### config.mk
export PLATFORM = sky130hd
export DESIGN_NAME = eppc_port
export DESIGN_NICKNAME = d
export VERILOG_FILES = /design/src/shared/eppc_pkg.sv /design/src/shared/eppc_stream_if.sv /design/src/hdl/eppc_fifo.sv /design/src/hdl/eppc_watchdog.sv /design/src/hdl/eppc_port.sv
export SDC_FILE = /design/constraint.sdc
export NUM_CORES = 1
export LEC_CHECK = 0
export ABC_AREA = 1
export BUFFER_PORTS_ARGS = -buffer_cell sky130_fd_sc_hd__buf_2
export CAP_MARGIN = 40
export CORE_AREA = 2 2 103 105
export CTS_CLUSTER_DIAMETER = 120
export DETAILED_ROUTE_END_ITERATION = 10
export DIE_AREA = 0 0 105 107
export PLACE_DENSITY = 0.91
export SLEW_MARGIN = 0
export SYNTH_ARGS = -nofsm -noshare
export SYNTH_HDL_FRONTEND = slang
export SYNTH_SLANG_ARGS = --single-unit
### constraint.sdc
create_clock -name core_clk -period 4.1 [get_ports core_clk]
set_input_delay 0.82 -clock core_clk [delete_from_list [all_inputs] [get_ports core_clk]]
set_output_delay 0.82 -clock core_clk [all_outputs]
set_load 0.005 [all_outputs]
### src/shared/eppc_pkg.sv
// Purpose: Constants for the parallel port register block and EPP engine.
// Assumes: Core clock of 125 MHz; byte-wide host register port.
// Notes:
// Notes on behaviour
// (RULE_01) Watchdog expiry in EPP mode sets timeout flag.
// (RULE_02) Timeout flag cleared by reset or writing one.
// (RULE_03) Status bits one and two read low.
// (RULE_04) Status bits 3-6 mirror fault, online, media, ack.
// (RULE_05) Status bit seven is inverted busy pin.
// (RULE_06) Status value captured once, held during read.
// (RULE_07) Reset clears control 0-5; bits 6-7 zero.
// (RULE_08) Strobe, feed, select inverted; reset pin direct.
// (RULE_09) Ack rising edge raises interrupt when enabled.
// (RULE_10) Printer mode drives out; else direction bit rules.
// (RULE_11) Address write launches cycle, byte held uninverted.
// (RULE_12) Address read captures bus at strobe release.
// (RULE_13) Data windows launch data cycles with data strobe.
// (RULE_14) EPP windows accessible only in EPP mode.
// (RULE_15) Idle EPP mode behaves like standard port.
// (RULE_16) Over ten microseconds waiting aborts, sets flag.
// (RULE_17) Strobe control bit forces write direction.
// (RULE_18) Software clears direction bit before EPP cycles.
// (RULE_19) Host access stalls until handshake completes.
// (RULE_20) Wait high at start holds strobes until low.
// (RULE_21) Write: drive byte, indicator, strobe, release.
// (RULE_22) Peripheral raises wait, latches, then lowers wait.
// (RULE_23) Peripheral wait high acknowledges, low means ready.
// (RULE_24) Watchdog counts clocks from strobe, restarts per cycle; code starts counting in EPPC_PREWAIT, before the strobe.

package eppc_pkg;
	localparam logic [2:0] EPPC_OFF_STATUS = 3'h1;
	localparam logic [2:0] EPPC_OFF_CONTROL = 3'h2;
	localparam logic [2:0] EPPC_OFF_ADDR = 3'h3;
	localparam logic [2:0] EPPC_OFF_DATA0 = 3'h4;
	localparam int EPPC_ST_WATCHDOG_EXPIRED_FLAG = 0;
	localparam int EPPC_ST_FAULT = 3;
	localparam int EPPC_ST_ONLINE = 4;
	localparam int EPPC_ST_MEDIA = 5;
	localparam int EPPC_ST_ACK = 6;
	localparam int EPPC_ST_READY = 7;
	localparam int EPPC_CT_STROBE = 0;
	localparam int EPPC_CT_FEED = 1;
	localparam int EPPC_CT_INIT = 2;
	localparam int EPPC_CT_CHOOSE = 3;
	localparam int EPPC_CT_INTERRUPT_ENABLE_BIT = 4;
	localparam int EPPC_CT_DIR = 5;
	localparam logic [5:0] EPPC_CTRL_RESET = 6'h00;
	localparam logic [7:0] EPPC_WIN_RESET = 8'h00;
	localparam int EPPC_CLK_MHZ = 125;
	localparam int EPPC_WDOG_US = 10;
	localparam int EPPC_WDOG_CYC = EPPC_WDOG_US * EPPC_CLK_MHZ;
	localparam int EPPC_FIFO_DEPTH = 8;
	typedef enum logic [1:0] {
		EPPC_MODE_SPP,
		EPPC_MODE_BIDIR,
		EPPC_MODE_EPP,
		EPPC_MODE_ECP
	} eppc_mode_t;
endpackage : eppc_pkg

### src/shared/eppc_stream_if.sv
// Purpose: Valid/ready byte stream between the port engine and its FIFO.
// Assumes: Single clock domain.
// Notes: Source drives valid and data, sink drives ready.
`timescale 1ns/1ps
`default_nettype none
interface eppc_stream_if #(parameter int W = 8);
	logic valid;
	logic ready;
	logic [W-1:0] data;
	modport src (output valid, output data, input ready);
	modport snk (input valid, input data, output ready);
endinterface : eppc_stream_if
`default_nettype wire

### src/hdl/eppc_fifo.sv
// Purpose: Flip-flop FIFO with valid/ready on both sides.
// Assumes: Depth is a power of two.
// Notes: Full and empty follow the occupancy count exactly.
`timescale 1ns/1ps
`default_nettype none
module eppc_fifo #(
	parameter int W = 8,
	parameter int DEPTH = 8
) (
	input wire logic core_clk,
	input wire logic rst,
	eppc_stream_if.snk in_s,
	eppc_stream_if.src out_s
);
	localparam int AW = $clog2(DEPTH);
	logic [W-1:0] mem_q [DEPTH];
	logic [AW-1:0] wp_q;
	logic [AW-1:0] rp_q;
	logic [AW:0] cnt_q;
	wire full = (cnt_q == (AW+1)'(DEPTH));
	wire empty = (cnt_q == '0);
	wire push = in_s.valid && !full;
	wire pop = out_s.ready && !empty;
	assign in_s.ready = !full;
	assign out_s.valid = !empty;
	assign out_s.data = mem_q[rp_q];

	always_ff @(posedge core_clk) begin
		if (push) begin
			mem_q[wp_q] <= in_s.data;
		end
	end

	always_ff @(posedge core_clk or posedge rst) begin
		if (rst) begin
			wp_q <= '0;
			rp_q <= '0;
			cnt_q <= '0;
		end else begin
			wp_q <= push ? wp_q + 1'b1 : wp_q;
			rp_q <= pop ? rp_q + 1'b1 : rp_q;
			cnt_q <= cnt_q + (AW+1)'(push) - (AW+1)'(pop);
		end
	end
endmodule : eppc_fifo
`default_nettype wire

### src/hdl/eppc_watchdog.sv
// Purpose: Cycle counter that flags an overlong EPP handshake.
// Assumes: Run is held for the whole cycle and dropped at its end.
// Notes: Count holds at the terminal count and expiry stays high until run drops.
`timescale 1ns/1ps
`default_nettype none
module eppc_watchdog #(
	parameter int LIMIT = 1250
) (
	input wire logic core_clk,
	input wire logic rst,
	input wire logic run,
	output logic expired
);
	logic [$clog2(LIMIT+1)-1:0] cnt_q;
	localparam int CW = $clog2(LIMIT+1);
	wire at_limit = (cnt_q == CW'(LIMIT - 1));

	always_ff @(posedge core_clk or posedge rst) begin
		if (rst) begin
			cnt_q <= '0;
		end else begin
			cnt_q <= run ? (at_limit ? cnt_q : cnt_q + 1'b1) : '0; // RULE_24
		end
	end
	assign expired = run && at_limit; // RULE_16
endmodule : eppc_watchdog
`default_nettype wire

### src/hdl/eppc_port.sv
// Purpose: Parallel port status/control registers and EPP write/read engine.
// Assumes: Host access is a request held until done; inputs are synchronous.
// Notes: Host write bytes to the EPP windows in EPP mode pass through a FIFO before the EPP engine.
`timescale 1ns/1ps
`default_nettype none
module eppc_port
	import eppc_pkg::*;
#(
	parameter int WDOG_CYCLES = EPPC_WDOG_CYC
) (
	input wire logic core_clk,
	input wire logic rst,
	input wire logic [1:0] port_mode,
	input wire logic host_req,
	input wire logic host_wr,
	input wire logic [2:0] host_addr,
	input wire logic [7:0] host_wdata,
	output logic host_wait,
	output logic host_done,
	output logic [7:0] host_rdata,
	input wire logic fault_input_n,
	input wire logic online_status,
	input wire logic media_exhausted,
	input wire logic char_taken_n,
	input wire logic busy_in,
	input wire logic peripheral_wait,
	input wire logic [7:0] parallel_bus_in,
	output logic [7:0] parallel_bus_out,
	output logic parallel_bus_oe,
	output logic strobe_out_n,
	output logic line_feed_out_n,
	output logic printer_reset_n,
	output logic choose_printer_out_n,
	output logic data_strobe_line,
	output logic addr_strobe_line,
	output logic irq
);
	// ------------------------------------------------------------
	// Register state
	// ------------------------------------------------------------
	typedef enum {
		EPPC_IDLE,
		EPPC_LOAD,
		EPPC_PREWAIT,
		EPPC_STROBE,
		EPPC_RELEASE,
		EPPC_FINISH
	} eppc_state_t;

	eppc_state_t st_q, st_d;
	logic [5:0] ctrl_q;
	logic watchdog_expired_flag_q;
	logic [7:0] addr_win_q;
	logic [7:0] data_win_q;
	logic [7:0] drive_q;
	logic is_addr_q;
	logic is_wr_q;
	logic ack_q;
	logic busy_q;
	logic done_q;
	logic [7:0] rdata_q;
	logic [7:0] bus_out_q;
	logic bus_oe_q;
	logic strobe_n_q, feed_n_q, init_q, choose_n_q;
	logic dstb_q, astb_q;
	logic irq_q;

	function automatic logic is_epp_win(input logic [2:0] a);
		is_epp_win = (a >= EPPC_OFF_ADDR);
	endfunction : is_epp_win

	// ------------------------------------------------------------
	// Decode
	// ------------------------------------------------------------
	wire epp_mode = (port_mode == EPPC_MODE_EPP);
	wire new_req = host_req && !busy_q && !done_q;
	wire epp_hit = epp_mode && is_epp_win(host_addr); // RULE_14
	wire start_epp = new_req && epp_hit;
	wire simple_acc = new_req && !epp_hit;
	wire wr_ctrl = simple_acc && host_wr && host_addr == EPPC_OFF_CONTROL;
	wire wr_stat = simple_acc && host_wr && host_addr == EPPC_OFF_STATUS;
	wire in_cycle = (st_q != EPPC_IDLE);
	wire force_wr = ctrl_q[EPPC_CT_STROBE]; // RULE_17
	// Direction bit left set turns a write into a read on the bus.
	wire eff_wr = force_wr || (is_wr_q && !ctrl_q[EPPC_CT_DIR]); // RULE_18
	wire [7:0] status_now = {!busy_in, char_taken_n, media_exhausted,
		online_status, fault_input_n, 2'b00, watchdog_expired_flag_q}; // RULE_03 RULE_04 RULE_05
	wire wd_exp;
	wire wd_run = (st_q == EPPC_PREWAIT) || (st_q == EPPC_STROBE)
		|| (st_q == EPPC_RELEASE);
	wire spp_out = (port_mode == EPPC_MODE_SPP) || !ctrl_q[EPPC_CT_DIR];
	wire ack_rise = char_taken_n && !ack_q;
	logic [7:0] simple_rd;

	always_comb begin
		case (host_addr)
			EPPC_OFF_STATUS: simple_rd = status_now;
			EPPC_OFF_CONTROL: simple_rd = {2'b00, ctrl_q}; // RULE_07
			default: simple_rd = 8'h00;
		endcase
	end

	// ------------------------------------------------------------
	// Write FIFO between host and EPP bus
	// ------------------------------------------------------------
	eppc_stream_if #(.W(8)) fin ();
	eppc_stream_if #(.W(8)) fout ();
	assign fin.valid = start_epp && host_wr;
	assign fin.data = host_wdata;
	assign fout.ready = (st_q == EPPC_LOAD);

	eppc_fifo #(.W(8), .DEPTH(EPPC_FIFO_DEPTH)) u_fifo (
		.core_clk(core_clk),
		.rst(rst),
		.in_s(fin.snk),
		.out_s(fout.src)
	);

	eppc_watchdog #(.LIMIT(WDOG_CYCLES)) u_wdog (
		.core_clk(core_clk),
		.rst(rst),
		.run(wd_run),
		.expired(wd_exp)
	);

	// ------------------------------------------------------------
	// EPP handshake sequencer
	// ------------------------------------------------------------
	always_comb begin
		st_d = st_q;
		case (st_q)
			EPPC_IDLE: st_d = start_epp ? EPPC_LOAD : EPPC_IDLE;
			EPPC_LOAD: begin
				if (!is_wr_q || fout.valid) begin
					st_d = EPPC_PREWAIT;
				end
			end
			EPPC_PREWAIT: begin
				if (wd_exp) begin
					st_d = EPPC_FINISH; // RULE_16
				end else if (!peripheral_wait) begin
					st_d = EPPC_STROBE; // RULE_20
				end
			end
			EPPC_STROBE: begin
				if (wd_exp) begin
					st_d = EPPC_FINISH;
				end else if (peripheral_wait) begin
					st_d = EPPC_RELEASE; // RULE_19
				end
			end
			EPPC_RELEASE: st_d = EPPC_FINISH; // RULE_21
			EPPC_FINISH: st_d = EPPC_IDLE;
			default: st_d = EPPC_IDLE;
		endcase
	end

	always_ff @(posedge core_clk or posedge rst) begin
		if (rst) begin
			st_q <= EPPC_IDLE;
			busy_q <= 1'b0;
			done_q <= 1'b0;
			is_addr_q <= 1'b0;
			is_wr_q <= 1'b0;
		end else begin
			st_q <= st_d;
			busy_q <= start_epp || (busy_q && st_q != EPPC_FINISH);
			done_q <= simple_acc || (st_q == EPPC_FINISH)
				|| (done_q && host_req);
			is_addr_q <= start_epp ? (host_addr == EPPC_OFF_ADDR) : is_addr_q;
			is_wr_q <= start_epp ? host_wr : is_wr_q;
		end
	end

	// ------------------------------------------------------------
	// Registers and captured data
	// ------------------------------------------------------------
	always_ff @(posedge core_clk or posedge rst) begin
		if (rst) begin
			ctrl_q <= EPPC_CTRL_RESET; // RULE_07
			watchdog_expired_flag_q <= 1'b0; // RULE_02
			addr_win_q <= EPPC_WIN_RESET; // RULE_11
			data_win_q <= EPPC_WIN_RESET; // RULE_13
			drive_q <= EPPC_WIN_RESET;
			rdata_q <= 8'h00;
			// The pin idles high, so reset matches it and cannot fake an edge.
			ack_q <= 1'b1;
		end else begin
			ctrl_q <= wr_ctrl ? host_wdata[5:0] : ctrl_q;
			// A timeout arriving with a clearing write still wins.
			watchdog_expired_flag_q <= (epp_mode && wd_exp)
				|| (watchdog_expired_flag_q && !(wr_stat && host_wdata[EPPC_ST_WATCHDOG_EXPIRED_FLAG])); // RULE_01 RULE_02
			drive_q <= fout.ready && fout.valid ? fout.data : drive_q; // RULE_11
			if (fout.ready && fout.valid && is_addr_q) begin
				addr_win_q <= fout.data;
			end
			if (fout.ready && fout.valid && !is_addr_q) begin
				data_win_q <= fout.data;
			end
			if (simple_acc && !host_wr) begin
				rdata_q <= simple_rd; // RULE_06
			end else if (st_q == EPPC_RELEASE && !eff_wr) begin
				rdata_q <= parallel_bus_in; // RULE_12 RULE_13
				if (is_addr_q) begin
					addr_win_q <= parallel_bus_in;
				end else begin
					data_win_q <= parallel_bus_in;
				end
			end
			ack_q <= char_taken_n;
		end
	end

	// ------------------------------------------------------------
	// Pin drivers
	// ------------------------------------------------------------
	wire strobing = (st_q == EPPC_STROBE);
	wire epp_drv = in_cycle && st_q != EPPC_LOAD;

	always_ff @(posedge core_clk or posedge rst) begin
		if (rst) begin
			bus_out_q <= 8'h00;
			bus_oe_q <= 1'b1;
			strobe_n_q <= 1'b1;
			feed_n_q <= 1'b1;
			init_q <= 1'b0;
			choose_n_q <= 1'b1;
			dstb_q <= 1'b1;
			astb_q <= 1'b1;
			irq_q <= 1'b0;
		end else begin
			bus_out_q <= epp_drv ? drive_q : data_win_q;
			bus_oe_q <= epp_drv ? eff_wr : spp_out; // RULE_10 RULE_15 RULE_17
			strobe_n_q <= epp_drv ? !eff_wr : !ctrl_q[EPPC_CT_STROBE]; // RULE_08
			feed_n_q <= !ctrl_q[EPPC_CT_FEED]; // RULE_08
			init_q <= ctrl_q[EPPC_CT_INIT]; // RULE_08
			choose_n_q <= !ctrl_q[EPPC_CT_CHOOSE]; // RULE_08
			dstb_q <= !(strobing && !is_addr_q) ; // RULE_13 RULE_21
			astb_q <= !(strobing && is_addr_q); // RULE_11 RULE_21
			irq_q <= ctrl_q[EPPC_CT_INTERRUPT_ENABLE_BIT] && ack_rise; // RULE_09
		end
	end

	assign host_wait = busy_q;
	assign host_done = done_q;
	assign host_rdata = rdata_q;
	assign parallel_bus_out = bus_out_q;
	assign parallel_bus_oe = bus_oe_q;
	assign strobe_out_n = strobe_n_q;
	assign line_feed_out_n = feed_n_q;
	assign printer_reset_n = init_q;
	assign choose_printer_out_n = choose_n_q;
	assign data_strobe_line = dstb_q;
	assign addr_strobe_line = astb_q;
	assign irq = irq_q;
endmodule : eppc_port
`default_nettype wire

==> results.toml, run 1 <==
[outcome]
run_status = "complete, no violations"

[clock_network]
cts_hold_buf = 0
clk_path_buf_depth = 2
cts_buffers = 17
htree_levels = 4
cts_tree = "done"
ctsResizeCount = 0
cts_root_buf = "clkbuf_8"
clk_pin_slew_ps = 60
cts.sinks = 140
post_cts_buffers = 0
insertion_delay_ps = 540

[placement]
dp_slack_ps = 1539
dpl_cell_area_mm2 = 0.006809
dp.cells = 866
place.gp.congestion = 0.9450
portBuffers = 56
dp_hpwl_mm = 10.29

[detailed_routing]
drc = 0
wl_per_cell_um = 16.85
vias_per_cell = 5.692
drt_iter0_markers = 521
drt_wl_total_mm = 15.14
ant_nets = 0
dr.pass1.iters = 7
routed-via-count = 5111

[sta]
slew_headroom = 0.5173
drv_slew = 0
setup_tns_ps = 0
worst_slack_ps = 1529
min_period_over_period = 0.6270
max_freq_ghz = 0.3890
hold_viol_final = 0
fin_worst_skew_ps = 9.030
whs_ps = 386.4
final.min_clock_period_ps = 2571
worst_pin_slew_ps = 722.9
rsz0062_at_grt = "no"
setup_viol = 0

[yosys]
netlist_instances = 678
ys_warn_count = 0
ys.flop_type = "dfrtp_1"
ys_types = 38
ys_seq_elements = 140
ys_seq_area_frac = 0.6021
async_reset_ff_frac = 0.5429
avgSynthCellArea_um2 = 9.388
synth_nets = 720
syn-cell-area_mm2 = 0.006365
synth_edf_count = 64

[worst_setup_path]
required_ps = 4510
cp_data_arrival_time_ps = 2980
cp.depth = 10
ff2ff_path_depth = 10
reg2reg_slack_ps = 1530
timing.rr.start = "u_fifo.cnt_q[2]"
path_max_fanout = 16
crit_end = "u_fifo.cnt_q[2]"
endpoint_kind = "flip-flop"
crit_chain = "inv_1 > ha_1 > nand3_1 > nand2_2 > inv_1 > ha_1 > inv_1 > ha_1 > fa_1 > xor2_1"
regToRegEndpoint = "u_fifo.cnt_q[2]"
worstSetupStartpointType = "flip-flop"
crit_buf_inv = 3
cp_slowest_cell = "fa_1"
max_stage_delay_ps = 380
cp-startpoint = "u_fifo.cnt_q[2]"
crit_family = "adder cells"
critPathKind = "reg -> reg"

[cells_and_area]
drive_above_1_share = 0.1811
layout_common_cells = "nand2_1, inv_1, dfrtp_1"
final_cell_area_mm2 = 0.007383
layout_commonest_cell = "nand2_1"
post_layout_nonfiller_instances = 898
syn_to_final_growth_pct = 16.00
final_util = 0.7316
fin_nets = 791
antenna_cells = 0

[pwr]
power_mw = 5.074
p_leak_nw = 3.516
powerDensity_mw_per_mm2 = 687.2
peakVddDrop_v = 0.0004574

[floorplanning]
rows = 37
core_area_mm2 = 0.01009
die_h_um = 107
die_width_um = 105
dieArea_mm2 = 0.01124
io_pins = 57
start_util = 0.6307

[global_routing]
grt_max_degree = 43
grt_pass1_vias = 5056
antenna_found_initial = 0
grt_overflow = 0
grt_pass1_wl_mm = 24.21
grt_use_total = 0.2833

[run]
maxCapViolations = 0

[hold_path]
worstHoldPathType = "reg -> reg"
## kinds of logic (layout without fill, tap and decap cells)
family | count (synthesis) | after routing | synth area share
simple gates | 341 | 341 | 0.2396
xor+xnor | 7 | 7 | 0.009633
buf+inv | 118 | 202 | 0.07588
flops | 140 | 140 | 0.6021
fa+ha+maj | 11 | 11 | 0.02280
mux | 1 | 1 | 0.001573
compound gates | 60 | 60 | 0.04836
## where the power goes
part           switching [mW]  internal, mW  total, mW  leakage (nW)
combinational            1.08         0.533       1.61          1.75
clock                   0.593         0.879       1.47         0.287
sequential              0.206          1.79       1.99          1.48
total                    1.88          3.20       5.07          3.52
## synth_stat cells (2+ instances only)
master    count  area, um^2
a21oi_1      19       95.09
buf_2         8       40.04
buf_4         4       30.03
buf_6         2       22.52
clkinv_1      2       7.510
dfrtp_1      69        1727
dfstp_2       7       183.9
edfxtp_1     64        1922
ha_1         10       125.1
inv_1        93       349.1
inv_2         8       30.03
nand2_1     205       769.5
nand2_2       7       43.79
nand3_1      59       295.3
nand3_2       3       30.03
nand3b_1      2       15.01
nand4_1       2       12.51
nor2_1       29       108.9
nor2_2        4       25.02
nor2_4        3       33.78
nor3_1       10       50.05
nor3_2        2       20.02
nor3b_1       2       15.01
nor4_1        9       56.30
o21ai_0      34       170.2
o21ai_1       3       15.01
o22ai_1       2       12.51
xor2_1        6       52.55
## state kept, by name (all words and copies together), names as in the netlist, 3 cells and up
signal	count
u_fifo.mem_q	64
u_wdog.cnt_q	11
data_win_q	8
drive_q	8
host_rdata	8
parallel_bus_out	8
ctrl_q	6
u_fifo.cnt_q	4
st_q	3
u_fifo.rp_q	3
u_fifo.wp_q	3
## area by class of cell
| type | instances | area (um^2) |
|---|---|---|
| Clock inverter | 12 | 106.4 |
| Fill cell | 648 | 2709 |
| Inverter | 103 | 386.6 |
| Tap cell | 136 | 170.2 |
| Multi-Input combinational cell | 420 | 2049 |
| Timing Repair Buffer | 67 | 370.4 |
| Sequential cell | 140 | 3832 |
| Clock buffer | 20 | 467.9 |
## worst min path at each step
stage                     slack [ps]                   end         start  cells past startpoint
after floorplan                  350       printer_reset_n     ctrl_q[2]                      0
after global placement           370          strobe_out_n     ctrl_q[0]                      1
after detailed placement         380       line_feed_out_n     ctrl_q[1]                      1
after CTS                        380  choose_printer_out_n     ctrl_q[3]                      1
after global routing             390                 ack_q  char_taken_n                      1
final                            390  choose_printer_out_n     ctrl_q[3]                      1
## routing by layer
layer | routed length [um] | share of wire | GRT usage | vias up
li1 | - | - | - | 2320
met1 | 5622 | 0.37 | 0.3349 | 2402
met2 | 7759 | 0.51 | 0.4791 | 321
met3 | 1158 | 0.077 | 0.07173 | 68
met4 | 595 | 0.039 | 0.1514 | 0
met5 | 0 | 0 | 0 | -
Power figures use the tool's default switching activity.
==> run 2, diff against run 1 <==
- CORE_AREA: 2 2 103 105 -> 2 2 112 114
- DIE_AREA: 0 0 105 107 -> 0 0 114 116
- PLACE_DENSITY: 0.91 -> 0.82
- clock period: 4.1 -> 2.35 ns (I/O delays scaled with it)
==> run 2 against run 1 <==
Compared with the run above: final cell count increased by 1.7%; worst setup slack worse by 1400 ps; sequential cell count unchanged; clock skew down 1.6 ps; count of clock-buffer cells in the layout shrank 1; cell area rose by 1.0%; via count shrank 4.1%; clock power increased by 82%; non-clock buffer count rose by 4.
==> results.toml, run 2 (same netlist as run 1, synthesis figures left out) <==
[floorplanning]
start_util = 0.5343
io_pins = 57
die_width_um = 114
core_area_mm2 = 0.01191
rows = 40
dieArea_mm2 = 0.01322
die_h_um = 116

[pwr]
p_switching_mw = 3.183
p_int_mw = 5.734
powerDensity_mw_per_mm2 = 1195
peakVddDrop_v = 0.0006727
swShare = 0.3569
p_clk_frac = 0.299
p_leak_nw = 3.522
power_frac_comb = 0.315
seqPwrFrac = 0.386

[hold_path]
worstHoldPathType = "in -> async"

[sta]
final.min_clock_period_ps = 2205
slew_headroom = 0.5418
worst_pin_slew_ps = 685.9
setup_viol = 0
rsz0062_at_grt = "no"
max_freq_ghz = 0.4536
min_period_over_period = 0.9382
setup_tns_ps = 0
drv_slew = 0
hold_viol_final = 0
fin_worst_skew_ps = 7.419

[placement]
dp.cells = 881
portBuffers = 56
place.gp.congestion = 0.9492
dp_hpwl_mm = 10.09

[detailed_routing]
dr_wl_met3_um = 946
dr.pass1.iters = 7
wl_per_cell_um = 16.13
drt_wl_total_mm = 14.73
routed-via-count = 4903
ant_nets = 0
wl_met2_mm = 7.439
vias_per_cell = 5.370
drt_iter0_markers = 379
drc = 0
wl_met1_mm = 6.009
top_layer_used = "met4"

[worst_setup_path]
required_ps = 2650
critPathKind = "reg -> reg"
worstSetupStartpointType = "flip-flop"
crit_buf_inv = 3
crit_family = "adder cells"
path_max_fanout = 6
cp_slowest_cell = "fa_1"
cp.depth = 10
max_stage_delay_ps = 390
endpoint_kind = "flip-flop"
cp_data_arrival_time_ps = 2510
timing.rr.start = "u_fifo.cnt_q[2]"
regToRegEndpoint = "u_fifo.cnt_q[2]"
crit_end = "u_fifo.cnt_q[2]"
ff2ff_path_depth = 10
crit_chain = "inv_1 > ha_1 > nand3_2 > nand2_2 > inv_1 > ha_1 > inv_1 > ha_1 > fa_1 > xor2_1"
cp-startpoint = "u_fifo.cnt_q[2]"
reg2reg_slack_ps = 150

[cells_and_area]
drive_above_1_share = 0.1841
syn_to_final_growth_pct = 17.20
fin_nets = 795
regArea_mm2 = 0.003832
layout_commonest_cell = "nand2_1"
post_layout_nonfiller_instances = 913
n_fill_cell = 905
layout_common_cells = "nand2_1, inv_1, dfrtp_1"
regMostFlops = "u_fifo.mem_q"
multiInputGateArea_mm2 = 0.002054
antenna_cells = 0
top_regs = "u_fifo.mem_q: 64 flops, u_wdog.cnt_q: 11 flops"
largest_reg_flops = 64

[outcome]
run_status = "complete, no violations"

[global_routing]
grt_pass1_vias = 4917
grt_overflow = 0
grt_use_total = 0.2361
grt_pass1_wl_mm = 23.74
grt_max_degree = 37
antenna_found_initial = 0

[clock_network]
insertion_delay_ps = 420
cts_buffers = 17
cts.sinks = 140
clk_path_buf_depth = 2
cts_root_buf = "clkbuf_16"
clk_pin_slew_ps = 60
htree_levels = 4
cts_tree = "done"

[run]
maxCapViolations = 0
-- run 2: worst min-delay path by stage --
stage	from	slack, ps	to	cells after the start
after floorplan	ctrl_q[2]	350	printer_reset_n	0
after global placement	ctrl_q[3]	370	choose_printer_out_n	1
after global routing	char_taken_n	170	ack_q	1
final	rst	150	host_rdata[2]	2
after detailed placement	is_addr_q	400	addr_strobe_line	1
after CTS	char_taken_n	160	ack_q	1
-- run 2: final cells by class --
class                           count  share of cell area
Clock buffer                       19             0.05938
Clock inverter                     13             0.02013
Tap cell                          147             0.02466
Inverter                          103             0.05233
Multi-Input combinational cell    420              0.2754
Sequential cell                   140              0.5138
Timing Repair Buffer               71             0.05434
-- run 2: repair_timing --
| action | CTS | global route |
|---|---|---|
| endpoints found under the setup margin | 0 | 1 |
| resized for setup | 0 | 1 |
| hold buffers | 0 | 0 |
| setup buffers | 0 | 0 |
-- run 2: worst reg2reg max path: stages (launching register included) --
cell	delay [ps]
dfrtp_1	360
inv_1	100
ha_1	180
nand3_2	130
nand2_2	100
inv_1	100
ha_1	300
inv_1	40
ha_1	200
fa_1	390
xor2_1	170
-- run 2: layer usage --
metal / vias to the layer above / GRT usage
met3: 26 / 0.06381
met1: 2329 / 0.2955
met2: 219 / 0.3933
met5: - / 0
li1: 2329 / -
met4: 0 / 0.09593
-- run 2: through the flow --
stage	hold WS [ps]	total power [mW]	utilization	cell area (um^2)	worst slack, ps
after CTS	164.4	8.914	0.6258	7455	112.6
after detailed placement	402.0	6.206	0.5761	6862	123.2
after global placement	374.6	6.053	0.5761	6862	242.3
after floorplan	353.7	5.331	-	6369	56.93
final	152.7	8.917	0.6263	7460	145.3
after global routing	165.5	9.477	0.6263	7460	18.36
-- run 2: power groups by stage --
stage / combinational [mW] / sequential [mW] / clock (mW)
final: 2.81 / 3.44 / 2.67
after floorplan: 1.93 / 3.40 / 0
after global placement: 2.62 / 3.43 / 0
after global routing: 3.19 / 3.49 / 2.79
after detailed placement: 2.74 / 3.47 / 0
after CTS: 2.78 / 3.43 / 2.70
